### src/design/syscon_pkg.sv
/*
 * Shared constants and carrier types of the system power and clock control.
 * Assumes a 32-bit APB with 12-bit byte addresses and one word per register.
 */
package syscon_pkg;
	// Pin, line and peripheral counts
	localparam int NPIN = 9;
	localparam int NLINE = 4;
	localparam int NPERIPH = 16;

	// Register byte offsets
	localparam logic [11:0] OFS_EXT_EN = 12'h000;
	localparam logic [11:0] OFS_EXT_MODE = 12'h004;
	localparam logic [11:0] OFS_EXT_POL = 12'h008;
	localparam logic [11:0] OFS_EXT_ROUTE = 12'h00c;
	localparam logic [11:0] OFS_EXT_WAKE = 12'h010;
	localparam logic [11:0] OFS_INT_FLAG = 12'h014;
	localparam logic [11:0] OFS_INT_MASK = 12'h018;
	localparam logic [11:0] OFS_VEC_MAP = 12'h01c;
	localparam logic [11:0] OFS_PWR_MODE = 12'h020;
	localparam logic [11:0] OFS_PERIPH_PWR = 12'h024;
	localparam logic [11:0] OFS_PCLK_DIV = 12'h028;
	localparam logic [11:0] OFS_PLL_CTRL = 12'h02c;
	localparam logic [11:0] OFS_STATUS = 12'h030;

	// Field positions
	localparam int PWR_IDLE_BIT = 0;
	localparam int PWR_PDOWN_BIT = 1;
	localparam int PLL_EN_BIT = 0;
	localparam int PLL_CON_BIT = 1;

	// Divider encodings
	localparam logic [1:0] DIV_QUARTER = 2'h0;
	localparam logic [1:0] DIV_FULL = 2'h1;
	localparam logic [1:0] DIV_HALF = 2'h2;

	// Reset values
	localparam logic [NPERIPH-1:0] PERIPH_PWR_RST = 16'hffff;
	localparam logic [1:0] PCLK_DIV_RST = DIV_QUARTER;

	// Operating modes
	typedef enum logic [1:0] {PM_RUN, PM_IDLE, PM_PDOWN} pmode_t;

	// Whole state of the control block
	typedef struct packed {
		logic [NPIN-1:0] en;
		logic [NPIN-1:0] mode;
		logic [NPIN-1:0] pol;
		logic [2*NPIN-1:0] route;
		logic [NLINE-1:0] wake;
		logic [NLINE-1:0] flag;
		logic [NLINE-1:0] mask;
		logic map_sram;
		logic [NPERIPH-1:0] pconp;
		logic [1:0] div_sel;
		logic [1:0] div_act;
		logic [1:0] cnt;
		logic pll_en;
		logic pll_con;
		pmode_t pm;
		logic [NPIN-1:0] prev;
		logic [31:0] prdata;
		logic pready;
		logic pslverr;
		logic [NLINE-1:0] req;
		logic irq;
		logic pclk_en;
		logic cpu_on;
		logic osc_on;
		logic pll_on;
		logic pll_use;
		logic hold;
	} sys_state_t;

	localparam sys_state_t ST_RESET = '{
		pconp: PERIPH_PWR_RST,
		div_sel: PCLK_DIV_RST,
		div_act: PCLK_DIV_RST,
		pm: PM_RUN,
		cpu_on: 1'b1,
		osc_on: 1'b1,
		default: '0
	};

	// Synchroniser state
	typedef struct packed {
		logic [NPIN-1:0] s1;
		logic [NPIN-1:0] s2;
		logic [NPIN-1:0] s3;
		logic [NPIN-1:0] q;
	} sync_state_t;
endpackage : syscon_pkg

### src/design/system_power_clock_control.sv
/*
 * System control: external interrupt routing and wake, vector mapping,
 * Idle and Power-down sequencing, peripheral power and peripheral clock divider.
 * Assumes an APB master on clk_sys (the cpu_clock) and clock gates downstream.
 */
// Overview of operation
// (RULE1) Nine pins, each edge or level sensitive
// (RULE2) Pins combine onto four interrupt lines
// (RULE3) Enabled lines wake from Power-down
// (RULE4) Mapping control redirects vectors at zero
// (RULE5) Vectors come from flash or SRAM
// (RULE6) Idle halts processor until reset or interrupt
// (RULE7) Idle keeps peripheral clocks, stops core clocks
// (RULE8) Power-down stops oscillator and all clocks
// (RULE9) Power-down retains state, output pins hold
// (RULE10) Power-down ends on reset or clockless interrupt
// (RULE11) Each peripheral can be powered off
// (RULE12) Peripheral clock divides by one, two, four
// (RULE13) Divider resets to one quarter
// (RULE14) PLL stays running through Idle
// (RULE15) PLL off and bypassed after reset
// (RULE16) New ratio applies at period boundary
`timescale 1ns/1ns
module system_power_clock_control (
	// Clock and reset
	input wire logic clk_sys,
	input wire logic reset_n,
	// APB slave
	input wire logic psel,
	input wire logic penable,
	input wire logic pwrite,
	input wire logic [11:0] paddr,
	input wire logic [31:0] pwdata,
	output logic [31:0] prdata,
	output logic pready,
	output logic pslverr,
	// External pins and peripheral interrupts
	input wire logic [syscon_pkg::NPIN-1:0] ext_pin,
	input wire logic periph_irq,
	// Interrupt lines to the core
	output logic [syscon_pkg::NLINE-1:0] eint_req,
	output logic irq,
	// Memory map, clock, pin hold and peripheral power controls
	output logic vec_from_sram,
	output logic cpu_clk_en,
	output logic pclk_en,
	output logic osc_en,
	output logic pll_enable,
	output logic pll_connect,
	output logic pin_hold,
	output logic [syscon_pkg::NPERIPH-1:0] periph_pwr
);
	logic [1:0] rsync_r; // Reset release flops
	logic rst_n_s; // Synchronised reset
	logic [syscon_pkg::NPIN-1:0] pin_lvl; // Filtered pin levels
	syscon_pkg::sys_state_t st_r; // All state
	syscon_pkg::sys_state_t st_nxt; // Next state
	logic [syscon_pkg::NLINE-1:0] line_hit; // Per-line event this cycle
	logic [syscon_pkg::NPIN-1:0] act; // Active-polarity level
	logic setup; // APB setup phase
	logic wr; // Write takes effect
	logic rd; // Read completes
	logic mapped; // Address decodes

	//////////////////////////////////////////////////////////////////
	// Reset release through two flops
	always_ff @(posedge clk_sys or negedge reset_n) begin
		if (!reset_n) begin
			rsync_r <= 2'h0;
		end else begin
			rsync_r <= {rsync_r[0], 1'b1};
		end
	end
	assign rst_n_s = rsync_r[1];

	// Pin synchroniser
	pin_sync i_pin_sync (
		.clk_sys(clk_sys),
		.rst_n(rst_n_s),
		.pin_in(ext_pin),
		.pin_lvl(pin_lvl)
	);

	//////////////////////////////////////////////////////////////////
	// Divider terminal count per ratio; code three reads as quarter
	function automatic logic [1:0] term(input logic [1:0] sel);
		case (sel)
			syscon_pkg::DIV_FULL: term = 2'h0;
			syscon_pkg::DIV_HALF: term = 2'h1;
			default: term = 2'h3;
		endcase
	endfunction : term

	// Decode helpers
	assign setup = psel && !penable;
	assign wr = psel && penable && st_r.pready && pwrite;
	assign rd = psel && penable && st_r.pready && !pwrite;
	assign mapped = (paddr[1:0] == 2'h0) && (paddr <= syscon_pkg::OFS_STATUS);

	//////////////////////////////////////////////////////////////////
	// Next-state logic
	always_comb begin
		st_nxt = st_r;
		line_hit = '0;
		act = pin_lvl ^ ~st_r.pol;
		// Pin detection and routing
		for (int i = 0; i < syscon_pkg::NPIN; i++) begin
			if (st_r.en[i] && (st_r.mode[i] ? (act[i] && !st_r.prev[i]) : act[i])) begin // RULE1
				line_hit[st_r.route[2*i +: 2]] = 1'b1; // RULE2
			end
		end
		st_nxt.prev = act;
		// Sticky flags; read clears only what was returned, set wins
		if (rd && paddr == syscon_pkg::OFS_INT_FLAG) begin
			st_nxt.flag = st_r.flag & ~st_r.prdata[syscon_pkg::NLINE-1:0];
		end
		st_nxt.flag = st_nxt.flag | line_hit; // RULE2
		st_nxt.req = st_nxt.flag & st_r.mask;
		st_nxt.irq = |(st_nxt.flag & st_r.mask);

		// Register writes at the access edge
		if (wr) begin
			case (paddr)
				syscon_pkg::OFS_EXT_EN: st_nxt.en = pwdata[syscon_pkg::NPIN-1:0];
				syscon_pkg::OFS_EXT_MODE: st_nxt.mode = pwdata[syscon_pkg::NPIN-1:0];
				syscon_pkg::OFS_EXT_POL: st_nxt.pol = pwdata[syscon_pkg::NPIN-1:0];
				syscon_pkg::OFS_EXT_ROUTE: st_nxt.route = pwdata[2*syscon_pkg::NPIN-1:0];
				syscon_pkg::OFS_EXT_WAKE: st_nxt.wake = pwdata[syscon_pkg::NLINE-1:0]; // RULE3
				syscon_pkg::OFS_INT_MASK: st_nxt.mask = pwdata[syscon_pkg::NLINE-1:0];
				syscon_pkg::OFS_VEC_MAP: st_nxt.map_sram = pwdata[0]; // RULE4 RULE5
				syscon_pkg::OFS_PERIPH_PWR: st_nxt.pconp = pwdata[syscon_pkg::NPERIPH-1:0]; // RULE11
				syscon_pkg::OFS_PCLK_DIV: st_nxt.div_sel = pwdata[1:0]; // RULE12
				syscon_pkg::OFS_PLL_CTRL: begin
					st_nxt.pll_en = pwdata[syscon_pkg::PLL_EN_BIT];
					st_nxt.pll_con = pwdata[syscon_pkg::PLL_CON_BIT];
				end
				default: begin
				end
			endcase
		end

		// Mode sequencing; Power-down wins over Idle in one write
		case (st_r.pm)
			syscon_pkg::PM_RUN: begin
				if (wr && paddr == syscon_pkg::OFS_PWR_MODE) begin
					if (pwdata[syscon_pkg::PWR_PDOWN_BIT]) begin
						st_nxt.pm = syscon_pkg::PM_PDOWN; // RULE8
					end else if (pwdata[syscon_pkg::PWR_IDLE_BIT]) begin
						st_nxt.pm = syscon_pkg::PM_IDLE; // RULE6
					end
				end
			end
			syscon_pkg::PM_IDLE: begin
				// Any interrupt ends Idle
				if (st_r.irq || periph_irq) begin
					st_nxt.pm = syscon_pkg::PM_RUN; // RULE6
				end
			end
			syscon_pkg::PM_PDOWN: begin
				// Only wake-enabled pin lines, detected without the divider
				if (|(line_hit & st_r.wake)) begin
					st_nxt.pm = syscon_pkg::PM_RUN; // RULE3 RULE10
				end
			end
			default: st_nxt.pm = syscon_pkg::PM_RUN;
		endcase

		// Clock and pin controls follow the next mode
		st_nxt.cpu_on = (st_nxt.pm == syscon_pkg::PM_RUN); // RULE6 RULE7
		st_nxt.osc_on = (st_nxt.pm != syscon_pkg::PM_PDOWN); // RULE8
		st_nxt.hold = (st_nxt.pm == syscon_pkg::PM_PDOWN); // RULE9
		st_nxt.pll_on = st_nxt.pll_en && st_nxt.osc_on; // RULE14 RULE15
		st_nxt.pll_use = st_nxt.pll_con && st_nxt.pll_on; // RULE15

		// Divider: ratio swaps only when a period completes
		st_nxt.pclk_en = 1'b0;
		if (st_nxt.pm != syscon_pkg::PM_PDOWN) begin // RULE7 RULE8
			if (st_r.cnt >= term(st_r.div_act)) begin
				st_nxt.cnt = 2'h0;
				st_nxt.div_act = st_nxt.div_sel; // RULE16
				st_nxt.pclk_en = 1'b1; // RULE12
			end else begin
				st_nxt.cnt = st_r.cnt + 2'h1;
			end
		end

		// APB answer prepared in setup, returned in one access cycle
		st_nxt.pready = setup;
		st_nxt.pslverr = setup && !mapped;
		st_nxt.prdata = '0;
		if (setup) begin
			case (paddr)
				syscon_pkg::OFS_EXT_EN: st_nxt.prdata[syscon_pkg::NPIN-1:0] = st_r.en;
				syscon_pkg::OFS_EXT_MODE: st_nxt.prdata[syscon_pkg::NPIN-1:0] = st_r.mode;
				syscon_pkg::OFS_EXT_POL: st_nxt.prdata[syscon_pkg::NPIN-1:0] = st_r.pol;
				syscon_pkg::OFS_EXT_ROUTE: st_nxt.prdata[2*syscon_pkg::NPIN-1:0] = st_r.route;
				syscon_pkg::OFS_EXT_WAKE: st_nxt.prdata[syscon_pkg::NLINE-1:0] = st_r.wake;
				syscon_pkg::OFS_INT_FLAG: st_nxt.prdata[syscon_pkg::NLINE-1:0] = st_r.flag;
				syscon_pkg::OFS_INT_MASK: st_nxt.prdata[syscon_pkg::NLINE-1:0] = st_r.mask;
				syscon_pkg::OFS_VEC_MAP: st_nxt.prdata[0] = st_r.map_sram;
				syscon_pkg::OFS_PWR_MODE: st_nxt.prdata[1:0] = st_r.pm;
				syscon_pkg::OFS_PERIPH_PWR: st_nxt.prdata[syscon_pkg::NPERIPH-1:0] = st_r.pconp;
				syscon_pkg::OFS_PCLK_DIV: st_nxt.prdata[1:0] = st_r.div_sel;
				syscon_pkg::OFS_PLL_CTRL: st_nxt.prdata[1:0] = {st_r.pll_con, st_r.pll_en};
				syscon_pkg::OFS_STATUS: st_nxt.prdata[3:0] = {st_r.div_act, st_r.pll_use, st_r.pll_on};
				default: st_nxt.prdata = '0;
			endcase
		end
	end

	//////////////////////////////////////////////////////////////////
	// State register; reset leaves PLL off, divider at quarter
	always_ff @(posedge clk_sys or negedge rst_n_s) begin
		if (!rst_n_s) begin
			st_r <= syscon_pkg::ST_RESET; // RULE13 RULE15
		end else begin
			st_r <= st_nxt;
		end
	end

	// Outputs straight from flops
	assign prdata = st_r.prdata;
	assign pready = st_r.pready;
	assign pslverr = st_r.pslverr;
	assign eint_req = st_r.req;
	assign irq = st_r.irq;
	assign vec_from_sram = st_r.map_sram;
	assign cpu_clk_en = st_r.cpu_on;
	assign pclk_en = st_r.pclk_en;
	assign osc_en = st_r.osc_on;
	assign pll_enable = st_r.pll_on;
	assign pll_connect = st_r.pll_use;
	assign pin_hold = st_r.hold;
	assign periph_pwr = st_r.pconp;

	//////////////////////////////////////////////////////////////////
	// Checks
	property p_flag_set;
		@(posedge clk_sys) disable iff (!rst_n_s) line_hit[0] |=> st_r.flag[0];
	endproperty
	a_flag_set: assert property (p_flag_set) else $error("line event lost"); // RULE1

	property p_irq_lines;
		@(posedge clk_sys) disable iff (!rst_n_s) irq == |eint_req;
	endproperty
	a_irq_lines: assert property (p_irq_lines) else $error("irq disagrees with lines"); // RULE2

	property p_wake;
		@(posedge clk_sys) disable iff (!rst_n_s)
			(st_r.pm == syscon_pkg::PM_PDOWN) && |(line_hit & st_r.wake) |=> cpu_clk_en && osc_en;
	endproperty
	a_wake: assert property (p_wake) else $error("no wake from Power-down"); // RULE3

	property p_idle_cpu;
		@(posedge clk_sys) disable iff (!rst_n_s)
			(st_r.pm == syscon_pkg::PM_IDLE) |-> !cpu_clk_en && osc_en;
	endproperty
	a_idle_cpu: assert property (p_idle_cpu) else $error("core clock on in Idle"); // RULE6

	property p_idle_exit;
		@(posedge clk_sys) disable iff (!rst_n_s)
			(st_r.pm == syscon_pkg::PM_IDLE) && periph_irq |=> cpu_clk_en;
	endproperty
	a_idle_exit: assert property (p_idle_exit) else $error("Idle not ended"); // RULE6

	property p_idle_pclk;
		@(posedge clk_sys) disable iff (!rst_n_s)
			(st_r.pm == syscon_pkg::PM_IDLE) [*4] |->
			(pclk_en || $past(pclk_en) || $past(pclk_en, 2) || $past(pclk_en, 3));
	endproperty
	a_idle_pclk: assert property (p_idle_pclk) else $error("peripheral clock stopped"); // RULE7

	property p_pdown_off;
		@(posedge clk_sys) disable iff (!rst_n_s)
			pin_hold |-> !osc_en && !pclk_en && !cpu_clk_en && !pll_enable;
	endproperty
	a_pdown_off: assert property (p_pdown_off) else $error("clock alive in Power-down"); // RULE8

	property p_retain;
		@(posedge clk_sys) disable iff (!rst_n_s)
			pin_hold && !(|(line_hit & st_r.wake)) |=>
			pin_hold && $stable(periph_pwr) && $stable(vec_from_sram);
	endproperty
	a_retain: assert property (p_retain) else $error("state changed in Power-down"); // RULE9

	property p_map;
		@(posedge clk_sys) disable iff (!rst_n_s)
			wr && paddr == syscon_pkg::OFS_VEC_MAP |=> vec_from_sram == $past(pwdata[0]);
	endproperty
	a_map: assert property (p_map) else $error("vector map not applied"); // RULE4

	property p_pconp;
		@(posedge clk_sys) disable iff (!rst_n_s)
			wr && paddr == syscon_pkg::OFS_PERIPH_PWR |=> periph_pwr == $past(pwdata[15:0]);
	endproperty
	a_pconp: assert property (p_pconp) else $error("peripheral power not applied"); // RULE11

	property p_div_rst;
		@(posedge clk_sys) disable iff (!rst_n_s)
			$rose(rsync_r[1]) |-> st_r.div_sel == syscon_pkg::DIV_QUARTER && !pll_enable && !pll_connect;
	endproperty
	a_div_rst: assert property (p_div_rst) else $error("bad reset clocking"); // RULE13

	property p_pll_idle;
		@(posedge clk_sys) disable iff (!rst_n_s)
			(st_r.pm == syscon_pkg::PM_IDLE) && st_r.pll_en |-> pll_enable;
	endproperty
	a_pll_idle: assert property (p_pll_idle) else $error("PLL stopped in Idle"); // RULE14

	property p_quarter;
		@(posedge clk_sys) disable iff (!rst_n_s)
			pclk_en && st_r.div_act == syscon_pkg::DIV_QUARTER |=> !pclk_en [*3];
	endproperty
	a_quarter: assert property (p_quarter) else $error("short peripheral clock period"); // RULE16

	c_idle: cover property (@(posedge clk_sys) disable iff (!rst_n_s)
		(st_r.pm == syscon_pkg::PM_IDLE) ##1 cpu_clk_en);
	c_wake: cover property (@(posedge clk_sys) disable iff (!rst_n_s)
		pin_hold ##1 !pin_hold);
	c_div: cover property (@(posedge clk_sys) disable iff (!rst_n_s)
		$changed(st_r.div_act));
endmodule : system_power_clock_control

### src/design/pin_sync.sv
/*
 * Three-stage synchroniser with agreement filter for the interrupt pins.
 * Assumes pins are asynchronous to clk_sys; reset is already synchronised.
 */
`timescale 1ns/1ns
module pin_sync (
	// Clock and reset
	input wire logic clk_sys,
	input wire logic rst_n,
	// Raw pins and clean levels
	input wire logic [syscon_pkg::NPIN-1:0] pin_in,
	output logic [syscon_pkg::NPIN-1:0] pin_lvl
);
	syscon_pkg::sync_state_t st_r; // All flops
	syscon_pkg::sync_state_t st_nxt; // Next value
	logic [syscon_pkg::NPIN-1:0] q_nxt; // Filtered level

	//////////////////////////////////////////////////////////////////
	// Per-pin filter: change counts once stages two and three agree
	for (genvar i = 0; i < syscon_pkg::NPIN; i++) begin : g_bit
		assign q_nxt[i] = (st_r.s2[i] == st_r.s3[i]) ? st_r.s2[i] : st_r.q[i];
	end

	// Next state
	always_comb begin
		st_nxt = st_r;
		st_nxt.s1 = pin_in;
		st_nxt.s2 = st_r.s1; // Stage one feeds nothing else
		st_nxt.s3 = st_r.s2;
		st_nxt.q = q_nxt;
	end

	// Registers
	always_ff @(posedge clk_sys or negedge rst_n) begin
		if (!rst_n) begin
			st_r <= '0;
		end else begin
			st_r <= st_nxt;
		end
	end

	assign pin_lvl = st_r.q;
endmodule : pin_sync

### config.mk
export PLATFORM = sky130hd
export DESIGN_NAME = system_power_clock_control
export DESIGN_NICKNAME = d
export VERILOG_FILES = /design/src/design/syscon_pkg.sv /design/src/design/system_power_clock_control.sv /design/src/design/pin_sync.sv
export SDC_FILE = /design/constraint.sdc
export NUM_CORES = 1
export LEC_CHECK = 0
export BUFFER_PORTS_ARGS = -buffer_cell sky130_fd_sc_hd__buf_4
export CAP_MARGIN = 0
export CORE_MARGIN = 5
export CORE_UTILIZATION = 40
export CTS_CLUSTER_DIAMETER = 80
export CTS_CLUSTER_SIZE = 24
export DETAILED_ROUTE_END_ITERATION = 10
export GPL_TIMING_DRIVEN = 1
export PLACE_DENSITY = 0.68
export SLEW_MARGIN = 20
export SYNTH_ARGS = -nofsm -noshare
export SYNTH_HDL_FRONTEND = slang
export SYNTH_SLANG_ARGS = --single-unit
export TNS_END_PERCENT = 20
### constraint.sdc
create_clock -name clk_sys -period 6.8 [get_ports clk_sys]
set_input_delay 1.36 -clock clk_sys [delete_from_list [all_inputs] [get_ports clk_sys]]
set_output_delay 1.36 -clock clk_sys [all_outputs]
set_load 0.02 [all_outputs]
==> run metrics <==
fmax 254 MHz; initial drt markers roughly 420; GRT Util Overall between 10% and 20%; Slew Viols, Final 0; initial antenna violation count 0; first-pass GRT wire length 26800 um; power consumption slightly above 2 mW; DIE WIDTH 143 um; period utilisation layout 57.9%; commonest non-fill, non-tap cell in the layout dfrtp_1; Max Cap Viol 0; ys flop type dfrtp_1; sw power 0.450 mW; I/O pin cnt 121; Yosys cell types 62; Post-CTS Setup Bufs 0; Combinational Power Share under 10%; Synth area leaders dfrtp_1 51%, mux2_2 10%, dfstp_2 6.7%, buf_4 5.5%, a22oi_1 1.8%; clock buffer count from CTS 17; Avg WL per Cell ~20 um; dpl cells 828; Post-Syn Area around 7000 um2; Final Setup Violations 0; Core Area between 15000 and 20000 um2; worst-margin pin slew approximately 1.1 ns; IO buf count 92; non-filler cells, final between 800 and 900; grt ovf 0; Final min period 3.94 ns; sequential share of power 48.7%; post-synthesis sequential element count about 160; H-tree Lvls 4; Post-CTS Resized 0; Leakage Power 3.74 nW; required time worst endpoint 7.11 ns; 1st-pass router iterations 5; RR Startpoint st_r[113]$_DFFE_PN0P_; GP Congestion 0.901; Post-Synthesis Cells 558; Worst-Skew Late Latency 0.43 ns; net total in the final layout slightly below 700; via count 4698; Initial Util 40.7%; Ys Warns 0; most frequent cells in the layout 143 x dfrtp_1, 97 x buf_4, 65 x mux2_2, 28 x nor2_1, 25 x nand2_1; CTS max path bufs 2; asr flop ratio synth 100%; CP Max Fanout 10; cell family with most CP delay simple AND/OR/NAND/NOR gates; CTS Root Cell clkbuf_16; CP Cell Sequence buf_4, or4_1, nor4_4, nor2b_1, mux2_2; Post-synth EDFFs 0; CTS sink count 162; Mean Syn Cell Area 12.6 um2; CP arrival 4.24 ns; area leader, netlist dfrtp_1; fillers 1510; status finished clean; Critical Path Source paddr[4]; post-route ant nets 0; dpl hpwl about 12000 um; vias in the first global route 4830; Inserted Diodes 0; slowest stage delay, CP between 0.8 and 0.9 ns; sequential-to-total area share from yosys stat roughly 58%; DRC 0; num rows 48; Worst Setup Path Type primary input to flip-flop; maximum vdd drop between 0.15 and 0.2 mV; Yosys top cell area share 51.1%; HP Start i_pin_sync.st_nxt[24]$_DFF_PN0_; Sw Ratio 21.9%; clock share of power 47.4%; die span in y approximately 140 um; DR vias/cell ~5.5; Startpoint Class primary input; hold crit path type flip-flop to flip-flop; Final TNS setup 0 ns; largest net degree at the start of global routing 61; crit end category flip-flop; CP max-delay cell nor2b_1; pwr dens 248 nW/um2; clock-pin slew on the worst setup and hold paths ~0.06 ns; Area growth syn-to-layout 17.4%; Hold Fails Final Rpt 0; cell-internal power around 1.6 mW; share of cells above drive strength 1 35.6%; Slew HR 23.6%; clock skew around 0.0098 ns; CTS Hold Bufs 0; WL final ~17000 um; CP Buf/Inv Count 1; RSZ-0062 raised after global routing false; CTS tree done; full die area 20400 um2
-- registers in the layout (all words and copies together), names as in the netlist, 2 cells and up --
| signal | flops |
|---|---|
| prdata | 18 |
| i_pin_sync.st_r | 9 |
| periph_pwr | 16 |
| i_pin_sync.st_nxt | 18 |
| eint_req | 4 |
| rsync_r | 2 |
| st_r | 76 |
| i_pin_sync.pin_lvl | 9 |
-- cells in the mapped netlist (4+ instances only) --
library cell	n
a21oi_1	8
nand2_1	25
maj3_1	9
a21boi_0	4
xnor2_1	9
nand3_1	13
a22oi_1	17
buf_2	6
dfstp_2	18
nand4_1	9
nand4b_1	9
nor3_1	8
buf_4	52
nand3b_1	5
mux2_2	65
o21ai_0	13
dfrtp_1	144
and2_1	8
nor2b_1	5
o32ai_1	4
inv_1	16
nor2_1	28
nor4_1	4
a22o_1	4
mux2_1	4
clkbuf_1	6
a222oi_1	10
a221oi_1	5
-- path summary, 6_finish.rpt --
kind | cells past startpoint | end | slack [ns]
hold reg to reg | 0 | i_pin_sync.st_nxt[15]$_DFF_PN0_ | 0.35
min in group asynchronous | 0 | i_pin_sync.st_nxt[14]$_DFF_PN0_ | 0.36
setup reg to reg | 8 | st_r[60]$_DFFE_PN0P_ | 3.87
setup / recovery | 5 | st_r[136]$_DFFE_PN0P_ | 2.86
max in group asynchronous | 1 | prdata[11]$_DFF_PN0_ | 5.27
hold / removal | 0 | i_pin_sync.st_nxt[15]$_DFF_PN0_ | 0.35
-- cell type report --
class	instances	area, um2	area share, %
multi-input combinational	328	2520	30.4
timing repair buffer	97	728	8.80
inverter	16	60.1	0.726
sequential	162	4080	49.3
clock inverter	12	158	1.91
tap	225	282	3.40
clock buffer	20	447	5.40
-- routing by layer --
metal	GRT usage, %	routed length [um]
met5	0	0
met4	6.80	423
met3	5.59	1440
met2	26.8	7920
met1	22.4	7040
-- through the flow --
stage	hold WS [ns]	setup slack, ns	instance area (um2)	utilization (%)
floorplan	0.331	1.98	7090	-
global placement	0.333	2.41	7670	44.3
detailed placement	0.336	2.42	7670	44.3
finish	0.346	2.86	8270	47.8
CTS	0.349	2.87	8270	47.8
global route	0.354	2.77	8270	47.8
-- power by group through the flow --
stage          logic (mW)  registers, mW  clock network (mW)
2_1_floorplan      0.0389           1.02                   0
3_3_place_gp       0.0768           1.02                   0
3_5_place_dp       0.0797           1.02                   0
4_1_cts            0.0800           1.00               0.993
5_1_grt            0.0880           1.01                1.04
6_report           0.0794           1.00               0.974
-- cells by family (layout without fill, tap and decap cells) --
kind of cell             Yosys count  count (layout)  synth area share (%)
AO/OA/AOI/OAI                     84              84                  9.29
XOR/XNOR                           9               9                  1.12
adder cells (fa/ha/maj)           12              12                  1.81
buffers and inverters             81             145                  7.26
flip-flops                       162             162                  57.9
multiplexers                      71              71                  11.4
other                              2              15                 0.107
AND/OR/NAND/NOR                  137             137                  11.2
Power figures use the tool's default switching activity.
